$ cat src/shared/halt_sub_map.vh
// Purpose: Offsets, fields, reset values and codes for the halt/subtract unit
// Assumes: 32-bit AXI4-Lite register window, one aligned word per register
// Notes: Included by bare name
`ifndef HALT_SUB_MAP_VH
`define HALT_SUB_MAP_VH

// Register byte offsets
`define CTRL_OFS 4'h0
`define INSTR_OFS 4'h4
`define ACC_OFS 4'h8
`define STATUS_OFS 4'hC

// Opcode encodings (14-bit words)
`define OPC_HALT 14'h0063
`define OPC_SUBL_MASK 14'h3E00
`define OPC_SUBL_VAL 14'h3C00

// Control register fields
`define CTRL_WAKE_BIT 0
`define CTRL_WATCHDOG_CLR_BIT 1

// Status register fields
`define ST_CARRY_BIT 0
`define ST_POWERDOWN_BIT 1
`define ST_TIMEOUT_BIT 2
`define ST_SLEEP_BIT 3
`define ST_BUSY_BIT 4

// Reset values
`define ACC_RST 8'h00
`define WATCHDOG_RST 8'h00
`define PRESC_RST 8'h00
`define TIMEOUT_RST 1'b1
`define POWERDOWN_RST 1'b1

// Response codes
`define RESP_OKAY 2'b00
`define RESP_SLVERR 2'b10

`endif

$ cat src/wdt_count.v
// Purpose: Watchdog counter with prescaler, cleared on request
// Assumes: Same clock as the core, synchronous active-low reset
// Notes: Prescaler is an 8-bit divider that runs only while i_run is high; counter ticks on wrap
`timescale 1ns/1ps
`include "halt_sub_map.vh"

module watchdog_count
(
  input wire i_clk,
  input wire i_rstn,
  input wire i_ce,
  input wire i_run,
  input wire i_clr,
  output reg [7:0] o_count,
  output reg [7:0] o_presc
);

  always @(posedge i_clk)
  begin
    if (!i_rstn)
    begin
      o_count <= `WATCHDOG_RST;
      o_presc <= `PRESC_RST;
    end
    else if (i_ce)
    begin
      if (i_clr)
      begin
        o_count <= 8'h00;
        o_presc <= 8'h00;
      end
      else if (i_run)
      begin
        o_presc <= o_presc + 8'h01;
        if (o_presc == 8'hFF)
          o_count <= o_count + 8'h01;
      end
    end
  end

endmodule

$ cat src/halt_sub_exec.v
// Purpose: Executes the halt and literal-minus-accumulator instructions
// Assumes: Software issues opcodes through an AXI4-Lite slave
// Notes: Sleep freezes the watchdog and holds the oscillator off until wake
//
// Added by the designer: the placing of the registers and the AXI4-Lite slave port.
`timescale 1ns/1ps
`include "halt_sub_map.vh"

// What this block does
// - Opcode 0x0063 halts, oscillator stops
// - Halt clears watchdog counter and prescaler
// - Halt sets timeout flag, carry and accumulator untouched
// - Halt clears powerdown flag
// - Zero difference: carry one, accumulator zero
// - Negative difference: carry zero, wrapped result
module halt_sub_exec
(
  input wire i_clk,
  input wire i_rstn,
  input wire i_ce,
  input wire [3:0] i_awaddr,
  input wire i_awvalid,
  output reg o_awready,
  input wire [31:0] i_wdata,
  input wire [3:0] i_wstrb,
  input wire i_wvalid,
  output reg o_wready,
  output reg [1:0] o_bresp,
  output reg o_bvalid,
  input wire i_bready,
  input wire [3:0] i_araddr,
  input wire i_arvalid,
  output reg o_arready,
  output reg [31:0] o_rdata,
  output reg [1:0] o_rresp,
  output reg o_rvalid,
  input wire i_rready,
  output reg o_osc_en,
  output reg o_sleep
);

  function is_halt;
    input [13:0] op;
    begin
      is_halt = (op == `OPC_HALT);
    end
  endfunction

  function is_subl;
    input [13:0] op;
    begin
      is_subl = ((op & `OPC_SUBL_MASK) == `OPC_SUBL_VAL);
    end
  endfunction

  // Execute states
  localparam [1:0] S_IDLE = 2'h0;
  localparam [1:0] S_EXEC = 2'h1;
  localparam [1:0] S_HALTED = 2'h2;

  reg [1:0] state_r;
  reg [13:0] instr_r;
  reg [7:0] acc_r;
  reg carry_r;
  reg timeout_r;
  reg powerdown_r;
  reg watchdog_clr_r;
  reg [3:0] aw_r;
  reg aw_have_r;
  reg [31:0] wd_r;
  reg [3:0] ws_r;
  reg w_have_r;
  wire [7:0] watchdog_value;
  wire [7:0] watchdog_presc;
  wire [8:0] diff;
  wire do_write;

  assign diff = {1'b0, instr_r[7:0]} - {1'b0, acc_r};
  assign do_write = aw_have_r && w_have_r && !o_bvalid;

  watchdog_count u_watchdog
  (
    .i_clk(i_clk),
    .i_rstn(i_rstn),
    .i_ce(i_ce),
    .i_run(state_r != S_HALTED),
    .i_clr(watchdog_clr_r),
    .o_count(watchdog_value),
    .o_presc(watchdog_presc)
  );

  // Write channel: address and data captured in either order
  always @(posedge i_clk)
  begin
    if (!i_rstn)
    begin
      o_awready <= 1'b1;
      o_wready <= 1'b1;
      aw_have_r <= 1'b0;
      w_have_r <= 1'b0;
      aw_r <= 4'h0;
      wd_r <= 32'h0000_0000;
      ws_r <= 4'h0;
      o_bvalid <= 1'b0;
      o_bresp <= `RESP_OKAY;
    end
    else if (i_ce)
    begin
      if (o_awready && i_awvalid)
      begin
        aw_r <= i_awaddr;
        aw_have_r <= 1'b1;
        o_awready <= 1'b0;
      end
      if (o_wready && i_wvalid)
      begin
        wd_r <= i_wdata;
        ws_r <= i_wstrb;
        w_have_r <= 1'b1;
        o_wready <= 1'b0;
      end
      if (do_write)
      begin
        o_bvalid <= 1'b1;
        o_bresp <= (aw_r == `CTRL_OFS || aw_r == `INSTR_OFS ||
          aw_r == `ACC_OFS) ? `RESP_OKAY : `RESP_SLVERR;
        aw_have_r <= 1'b0;
        w_have_r <= 1'b0;
      end
      if (o_bvalid && i_bready)
      begin
        o_bvalid <= 1'b0;
        o_awready <= 1'b1;
        o_wready <= 1'b1;
      end
    end
  end

  // Execute engine; an opcode write is only taken when idle
  always @(posedge i_clk)
  begin
    if (!i_rstn)
    begin
      state_r <= S_IDLE;
      instr_r <= 14'h0000;
      acc_r <= `ACC_RST;
      carry_r <= 1'b0;
      timeout_r <= `TIMEOUT_RST;
      powerdown_r <= `POWERDOWN_RST;
      watchdog_clr_r <= 1'b0;
      o_osc_en <= 1'b1;
      o_sleep <= 1'b0;
    end
    else if (i_ce)
    begin
      watchdog_clr_r <= 1'b0;
      case (state_r)
        S_IDLE:
        begin
          if (do_write && aw_r == `INSTR_OFS && ws_r[1:0] == 2'b11)
          begin
            instr_r <= wd_r[13:0];
            state_r <= S_EXEC;
          end
          else if (do_write && aw_r == `ACC_OFS && ws_r[0])
            acc_r <= wd_r[7:0];
          else if (do_write && aw_r == `CTRL_OFS && ws_r[0] &&
            wd_r[`CTRL_WATCHDOG_CLR_BIT])
            watchdog_clr_r <= 1'b1;
        end
        S_EXEC:
        begin
          state_r <= S_IDLE;
          if (is_halt(instr_r))
          begin
            watchdog_clr_r <= 1'b1;
            timeout_r <= 1'b1;
            powerdown_r <= 1'b0;
            o_osc_en <= 1'b0;
            o_sleep <= 1'b1;
            state_r <= S_HALTED;
          end
          else if (is_subl(instr_r))
          begin
            acc_r <= diff[7:0];
            carry_r <= ~diff[8];
          end
        end
        S_HALTED:
        begin
          // Wake is a software stand-in for the external wake sources
          if (do_write && aw_r == `CTRL_OFS && ws_r[0] &&
            wd_r[`CTRL_WAKE_BIT])
          begin
            o_osc_en <= 1'b1;
            o_sleep <= 1'b0;
            state_r <= S_IDLE;
          end
        end
        default:
          state_r <= S_IDLE;
      endcase
    end
  end

  // Read channel
  always @(posedge i_clk)
  begin
    if (!i_rstn)
    begin
      o_arready <= 1'b1;
      o_rvalid <= 1'b0;
      o_rdata <= 32'h0000_0000;
      o_rresp <= `RESP_OKAY;
    end
    else if (i_ce)
    begin
      if (o_arready && i_arvalid)
      begin
        o_arready <= 1'b0;
        o_rvalid <= 1'b1;
        o_rresp <= `RESP_OKAY;
        case (i_araddr)
          `CTRL_OFS: o_rdata <= {16'h0000, watchdog_presc, watchdog_value};
          `INSTR_OFS: o_rdata <= {18'h0_0000, instr_r};
          `ACC_OFS: o_rdata <= {24'h00_0000, acc_r};
          `STATUS_OFS: o_rdata <= {27'h000_0000, state_r == S_EXEC,
            o_sleep, timeout_r, powerdown_r, carry_r};
          default:
          begin
            o_rdata <= 32'h0000_0000;
            o_rresp <= `RESP_SLVERR;
          end
        endcase
      end
      else if (o_rvalid && i_rready)
      begin
        o_rvalid <= 1'b0;
        o_arready <= 1'b1;
      end
    end
  end

endmodule

$ cat config.mk
export PLATFORM = sky130hd
export DESIGN_NAME = halt_sub_exec
export DESIGN_NICKNAME = d
export VERILOG_FILES = /design/src/wdt_count.v /design/src/halt_sub_exec.v
export VERILOG_INCLUDE_DIRS = /design/src /design/src/shared
export SDC_FILE = /design/constraint.sdc
export NUM_CORES = 1
export LEC_CHECK = 0
export BUFFER_PORTS_ARGS = -buffer_cell sky130_fd_sc_hd__clkbuf_2
export CELL_PAD_IN_SITES_DETAIL_PLACEMENT = 1
export CELL_PAD_IN_SITES_GLOBAL_PLACEMENT = 1
export CORE_MARGIN = 5
export CORE_UTILIZATION = 44
export DETAILED_ROUTE_END_ITERATION = 8
export PLACE_DENSITY_LB_ADDON = 0.3
export SLEW_MARGIN = 10
export SYNTH_ARGS = -nofsm -noshare
export SYNTH_HDL_FRONTEND = slang
export SYNTH_SLANG_ARGS = --single-unit
$ cat constraint.sdc
create_clock -name i_clk -period 4.7 [get_ports i_clk]
set_clock_uncertainty 0.15 [all_clocks]
set_input_delay 0.235 -clock i_clk [delete_from_list [all_inputs] [get_ports i_clk]]
set_output_delay 0.235 -clock i_clk [all_outputs]
set_load 0.02 [all_outputs]
# Word level (Yosys, flattened, before mapping)
# Index checks and enable logic that the tools add are counted.
[op_classes] add_sub_neg=3 n_eq_ne=19 muxes=42 n_bitwise=2 reduce_logical=50
[op_table] op="8-bit 2-to-1 mux" n=9
[op_table] op="16-bit one-hot mux with 4 select lines" n=1
[op_table] op="1-bit 2-to-1 mux" n=22
[op_table] op="2-bit AND reduction" n=11
[op_table] op="2-bit nonzero test" n=10
[op_table] op="8-bit by 1-bit adder with 8-bit output (second input constant)" n=2
[op_table] op="2-bit inequality test (second input constant)" n=8
[op_table] op="8-bit one-hot mux with 2 select lines" n=1
[op_table] op="1-bit logical AND" n=15
[op_table] op="14-bit by 7-bit == test with 1-bit output (second input constant)" n=1
[op_table] op="4-bit == test (second input constant)" n=3
[op_table] op="3-bit AND reduction" n=4
[op_table] op="2-bit 2-to-1 mux" n=5
[op_table] op="8-bit by 8-bit subtractor with 9-bit output" n=1
[op_table] op="4-bit by 3-bit == test with 1-bit output (second input constant)" n=2
[op_table] op="8-bit == test (second input constant)" n=1
[op_table] op="4-bit zero test" n=2
[op_table] op="4-bit AND reduction" n=2
[op_table] op="1-bit one-hot mux with 2 select lines" n=3
[op_table] op="2-bit one-hot mux with 3 select lines" n=1
[op_table] op="6-bit AND reduction" n=1
[op_table] op="5-bit == test (second input constant)" n=1
[op_table] op="2-bit == test (second input constant)" n=2
[op_table] op="4-bit OR reduction" n=1
[op_table] op="5 further kinds" n=7
[word_totals] ff_bits=108 input_bits=52 output_inout_bits=43 wordCells=139

# Longest topological paths before layout
[logic_depth] word_depth=9 mapped_depth=9 depth_no_buf=9

# Cells and area by module
# A second synthesis with hierarchy kept.
[unflattened] cells_unflattened=509 hier_area_um2=4589.4
[by_module_without_submodules] mod="halt_sub_exec" instances=1 cells_per_inst=410 area_per_inst_um2=3749.8 seq_area_each_um2=1481.4
[by_module_without_submodules] mod="watchdog_count" instances=1 cells_per_inst=99 area_per_inst_um2=839.6 seq_area_each_um2=320.3

# Worst setup path after synthesis
# Ideal clock, no wire load.
[synth_path] path_type="register to register" startpoint="register instr_r[0]" endpoint="register carry_r" setup_ps=122 arrival_time_ps=1702 t_required_ps=4428 path_slack_ps=2726 path_stages_with_launch=10 n_path_buf=0 synth_period_minus_slack_ps=1974 cell_sequence="dfxtp_1 > inv_1 > ha_1 > inv_1 > fa_1 > a21o_1 > a21o_1 > nand2_1 > a211oi_1 > o311a_1"
[synth_between] elab_chain_len=3 elab_cells_between_ends=5 classes_between="add/sub: 1; eq/ne: 1; bitwise: 2; reduce/logical: 1"
[synth_rtl] element="start: declaration" line_no="halt_sub_exec.v:62" source="reg [13:0] instr_r;"
[synth_rtl] element="start signal: assignment" line_no="halt_sub_exec.v:162" source="instr_r <= wd_r[13:0];"
[synth_rtl] element="parallel branches: the longest is 3 deep, another holds 8-bit by 8-bit subtractor with 9-bit output"
[synth_rtl] element="end signal: assignment" line_no="halt_sub_exec.v:186" source="carry_r <= ~diff[8];"
[synth_rtl] element="end: declaration" line_no="halt_sub_exec.v:64" source="reg carry_r;"
# Parallel ways; which one is timed is not known.
# A chain may end at the register's enable or synchronous reset.

# Worst setup path in the final report
[layout_path] startpoint="register o_arready" endpoint="register o_rdata[14]"
[layout_between] elab_chain_len=2
[layout_rtl] element="start: declaration" line_no="halt_sub_exec.v:33" source="output reg o_arready,"
[layout_rtl] element="start signal: assignment" line_no="halt_sub_exec.v:211" source="o_arready <= 1'b1;"
[layout_rtl] element="start signal: assignment" line_no="halt_sub_exec.v:220" source="o_arready <= 1'b0;"
[layout_rtl] element="start signal: assignment" line_no="halt_sub_exec.v:239" source="o_arready <= 1'b1;"
[layout_rtl] element="1-bit logical AND" line_no="halt_sub_exec.v:218" source="if (o_arready && i_arvalid)"
[layout_rtl] element="2-bit AND reduction (no line)"
[layout_rtl] element="end signal: assignment" line_no="halt_sub_exec.v:224" source="`CTRL_OFS: o_rdata <= {16'h0000, watchdog_presc, watchdog_value};"
[layout_rtl] element="end signal: assignment" line_no="halt_sub_exec.v:225" source="`INSTR_OFS: o_rdata <= {18'h0_0000, instr_r};"
[layout_rtl] element="end signal: assignment" line_no="halt_sub_exec.v:226" source="`ACC_OFS: o_rdata <= {24'h00_0000, acc_r};"
[layout_rtl] element="end: declaration" line_no="halt_sub_exec.v:34" source="output reg [31:0] o_rdata,"
# Every way passes these cells.

==> metrics.yaml <==
placement:
  dp.cells: 671
  gp_congestion: 0.8106
  port-buffer-count: 56
  place_area_um2: 4803
  place_ws_ps: 1990
  dpl.hpwl_um: 8276
grt:
  grt_pass1_wl_um: 19290
  grt_pass1_vias: 3907
  grt_max_degree: 78
  antenna_found_initial: 0
  globalRouteOverflowTotal: 0
  grt_usage_pct: 18.73
detailed_routing:
  drc: 0
  vias: 3755
  dr.pass1.iters: 4
  postRouteAntennaNets: 0
  routed_wl_um: 11560
  viasPerCell: 5.311
  wl_per_cell_um: 16.35
  first_iter_violations: 132
sta:
  max_freq_ghz: 0.4163
  worst_pin_slew_ps: 897.6
  fin_setup_tns_ps: 0
  finalHoldViolations: 0
  timing.final.crit_share_pct: 51.11
  worst_hold_slack_ps: 11.76
  fin_crit_ps: 2402
  slew_viol_final: 0
  rsz0062_at_grt: "no"
  finalSetupViolations: 0
  finalWorstSetupSlack_ps: 2298
  maxSlewHeadroom_pct: 39.99
worst_setup_path:
  worstSetupPathType: "flop to flop"
  critPathRequiredTime_ps: 4850
  startpoint_type: "flop"
  crit_path_end_kind: "flop"
  worstPathArrival_ps: 2560
  critPathMaxFanout: 20
synthesis:
  synth.most_common_cell: "dfxtp_1"
  synthTopCellsByArea: "dfxtp_1, nor2b_1, mux2i_1"
  ys_warn_count: 0
  syn_area_per_cell_um2: 8.996
  syn_inst: 505
  async_flop_share_pct: 0
  synth.top_cell.area_share_pct: 39.66
  synth.largest_area_cell: "dfxtp_1"
  syn-cell-area_um2: 4543
  synthDistinctLibCells: 62
  synth_commonest_cells: "dfxtp_1, nand2_1, nor2b_1"
  synth.yosys.seq_area_share_pct: 39.66
  yosys_register_bits: 90
  synth-edff-count: 0
  synth_flop_cell: "dfxtp_1"
floorplan:
  num_rows: 37
  initial_core_util_pct: 44.61
  core_um2: 10180
  io_pins: 95
  die_w_um: 111.6
  dieArea_um2: 12460
  die_y_um: 111.6
finish:
  final_nets: 629
  final_area_um2: 5235
  area_growth_pct: 15.23
  stdcell_count: 707
  nFillCells: 1209
  antenna_cells: 0
  finish.utilization_pct: 51.40
  layout-drive-gt1-share_pct: 16.29
outcome:
  status: "finished clean"
clock_tree:
  post_cts_resized: 0
  cts_sinks: 90
  htreeDepth: 3
  worst_skew_pair.late_latency_ps: 360
  cts_tree: "built"
  cts-hold-fix-buffers: 20
  clockRootBuffer: "clkbuf_8"
  cts_buffer_depth: 2
  clk_transition_reported_paths_ps: 100
  cts_setup_buffers: 0
  numCtsBuffers: 9
pwr:
  ir_drop_mv: 0.1699
  pwr-share-comb_pct: 7.9
  p_int_mw: 1.147
  power_mw: 1.538
  p_clk_share_pct: 40.7
  p_leak_nw: 2.131
  switchingPower_mw: 0.3911
  power.density_nw_per_um2: 293.9
  netSwitchingFraction_pct: 25.43
  p_seq_share_pct: 51.4
job:
  maxCapViolCount: 0
hold_path:
  hold_path_class: "primary input to flop"
-- state kept, by name, indices dropped and copies added, names as in the netlist, 2 cells and up --
register / cells
u_watchdog.o_count: 8
u_watchdog.o_presc: 8
ws_r: 2
wd_r: 14
instr_r: 14
state_r: 2
acc_r: 8
o_rdata: 16
aw_r: 4
-- layout by cell type (no fill, tap or decap), types with 11 or more instances in the layout --
cell	n
dfxtp_1	90
nand2_1	63
clkbuf_2	56
nor2b_1	44
mux2i_1	26
nor2_1	24
dlygate4sd3_1	20
a21boi_0	18
conb_1	18
inv_1	15
a22oi_1	15
o21ai_0	14
nand3_1	11
-- layout make-up --
| class | instances | area (um^2) | area share (%) |
|---|---|---|---|
| Inverter | 15 | 56.30 | 1.076 |
| Timing Repair Buffer | 78 | 495.5 | 9.465 |
| Tap cell | 136 | 170.2 | 3.250 |
| Clock inverter | 6 | 93.84 | 1.793 |
| Sequential cell | 90 | 1802 | 34.42 |
| Multi-Input combinational cell | 372 | 2480 | 47.37 |
| Clock buffer | 10 | 137.6 | 2.629 |
-- power groups by stage --
stage / Clock [mW] / Sequential, mW / Combinational (mW)
floorplan: 0 / 0.807 / 0.0864
global placement: 0 / 0.807 / 0.106
detailed placement: 0 / 0.808 / 0.110
CTS: 0.634 / 0.791 / 0.123
global route: 0.666 / 0.794 / 0.136
finish: 0.626 / 0.790 / 0.122
-- worst max-delay path, stage by stage, from the launching register on --
cell	delay, ps
dfxtp_1	390
nand3_1	630
nor4_4	680
nor2b_1	250
a22oi_1	90
nor2b_1	150
-- routing by layer --
layer	up-vias	global-route usage [%]	routed length, um	part of all wire [%]
met5	-	0	0	0
met3	13	3.804	496	4.3
met2	77	32.77	5724	50
met4	0	3.974	121	1.0
met1	1809	23.96	5219	45
li1	1856	-	-	-
-- logic make-up after synthesis --
family | share of synthesized area [%]
other | 0.08254
flip-flops | 39.66
AO/OA/AOI/OAI | 14.73
buffers and inverters | 7.160
AND/OR/NAND/NOR | 23.71
multiplexers | 8.951
adder cells (fa/ha/maj) | 3.195
XOR/XNOR | 2.506
-- final timing paths --
| kind | from | to | slack, ps | cells after the start |
|---|---|---|---|---|
| setup / recovery | o_arready | o_rdata[14] | 2300 | 5 |
| hold / removal | i_awvalid | o_awready | 10 | 3 |
| setup reg to reg | o_arready | o_rdata[14] | 2300 | 5 |
| hold reg to reg | aw_have_r | aw_have_r | 310 | 2 |
No activity file was read; power rests on OpenSTA's default activity.
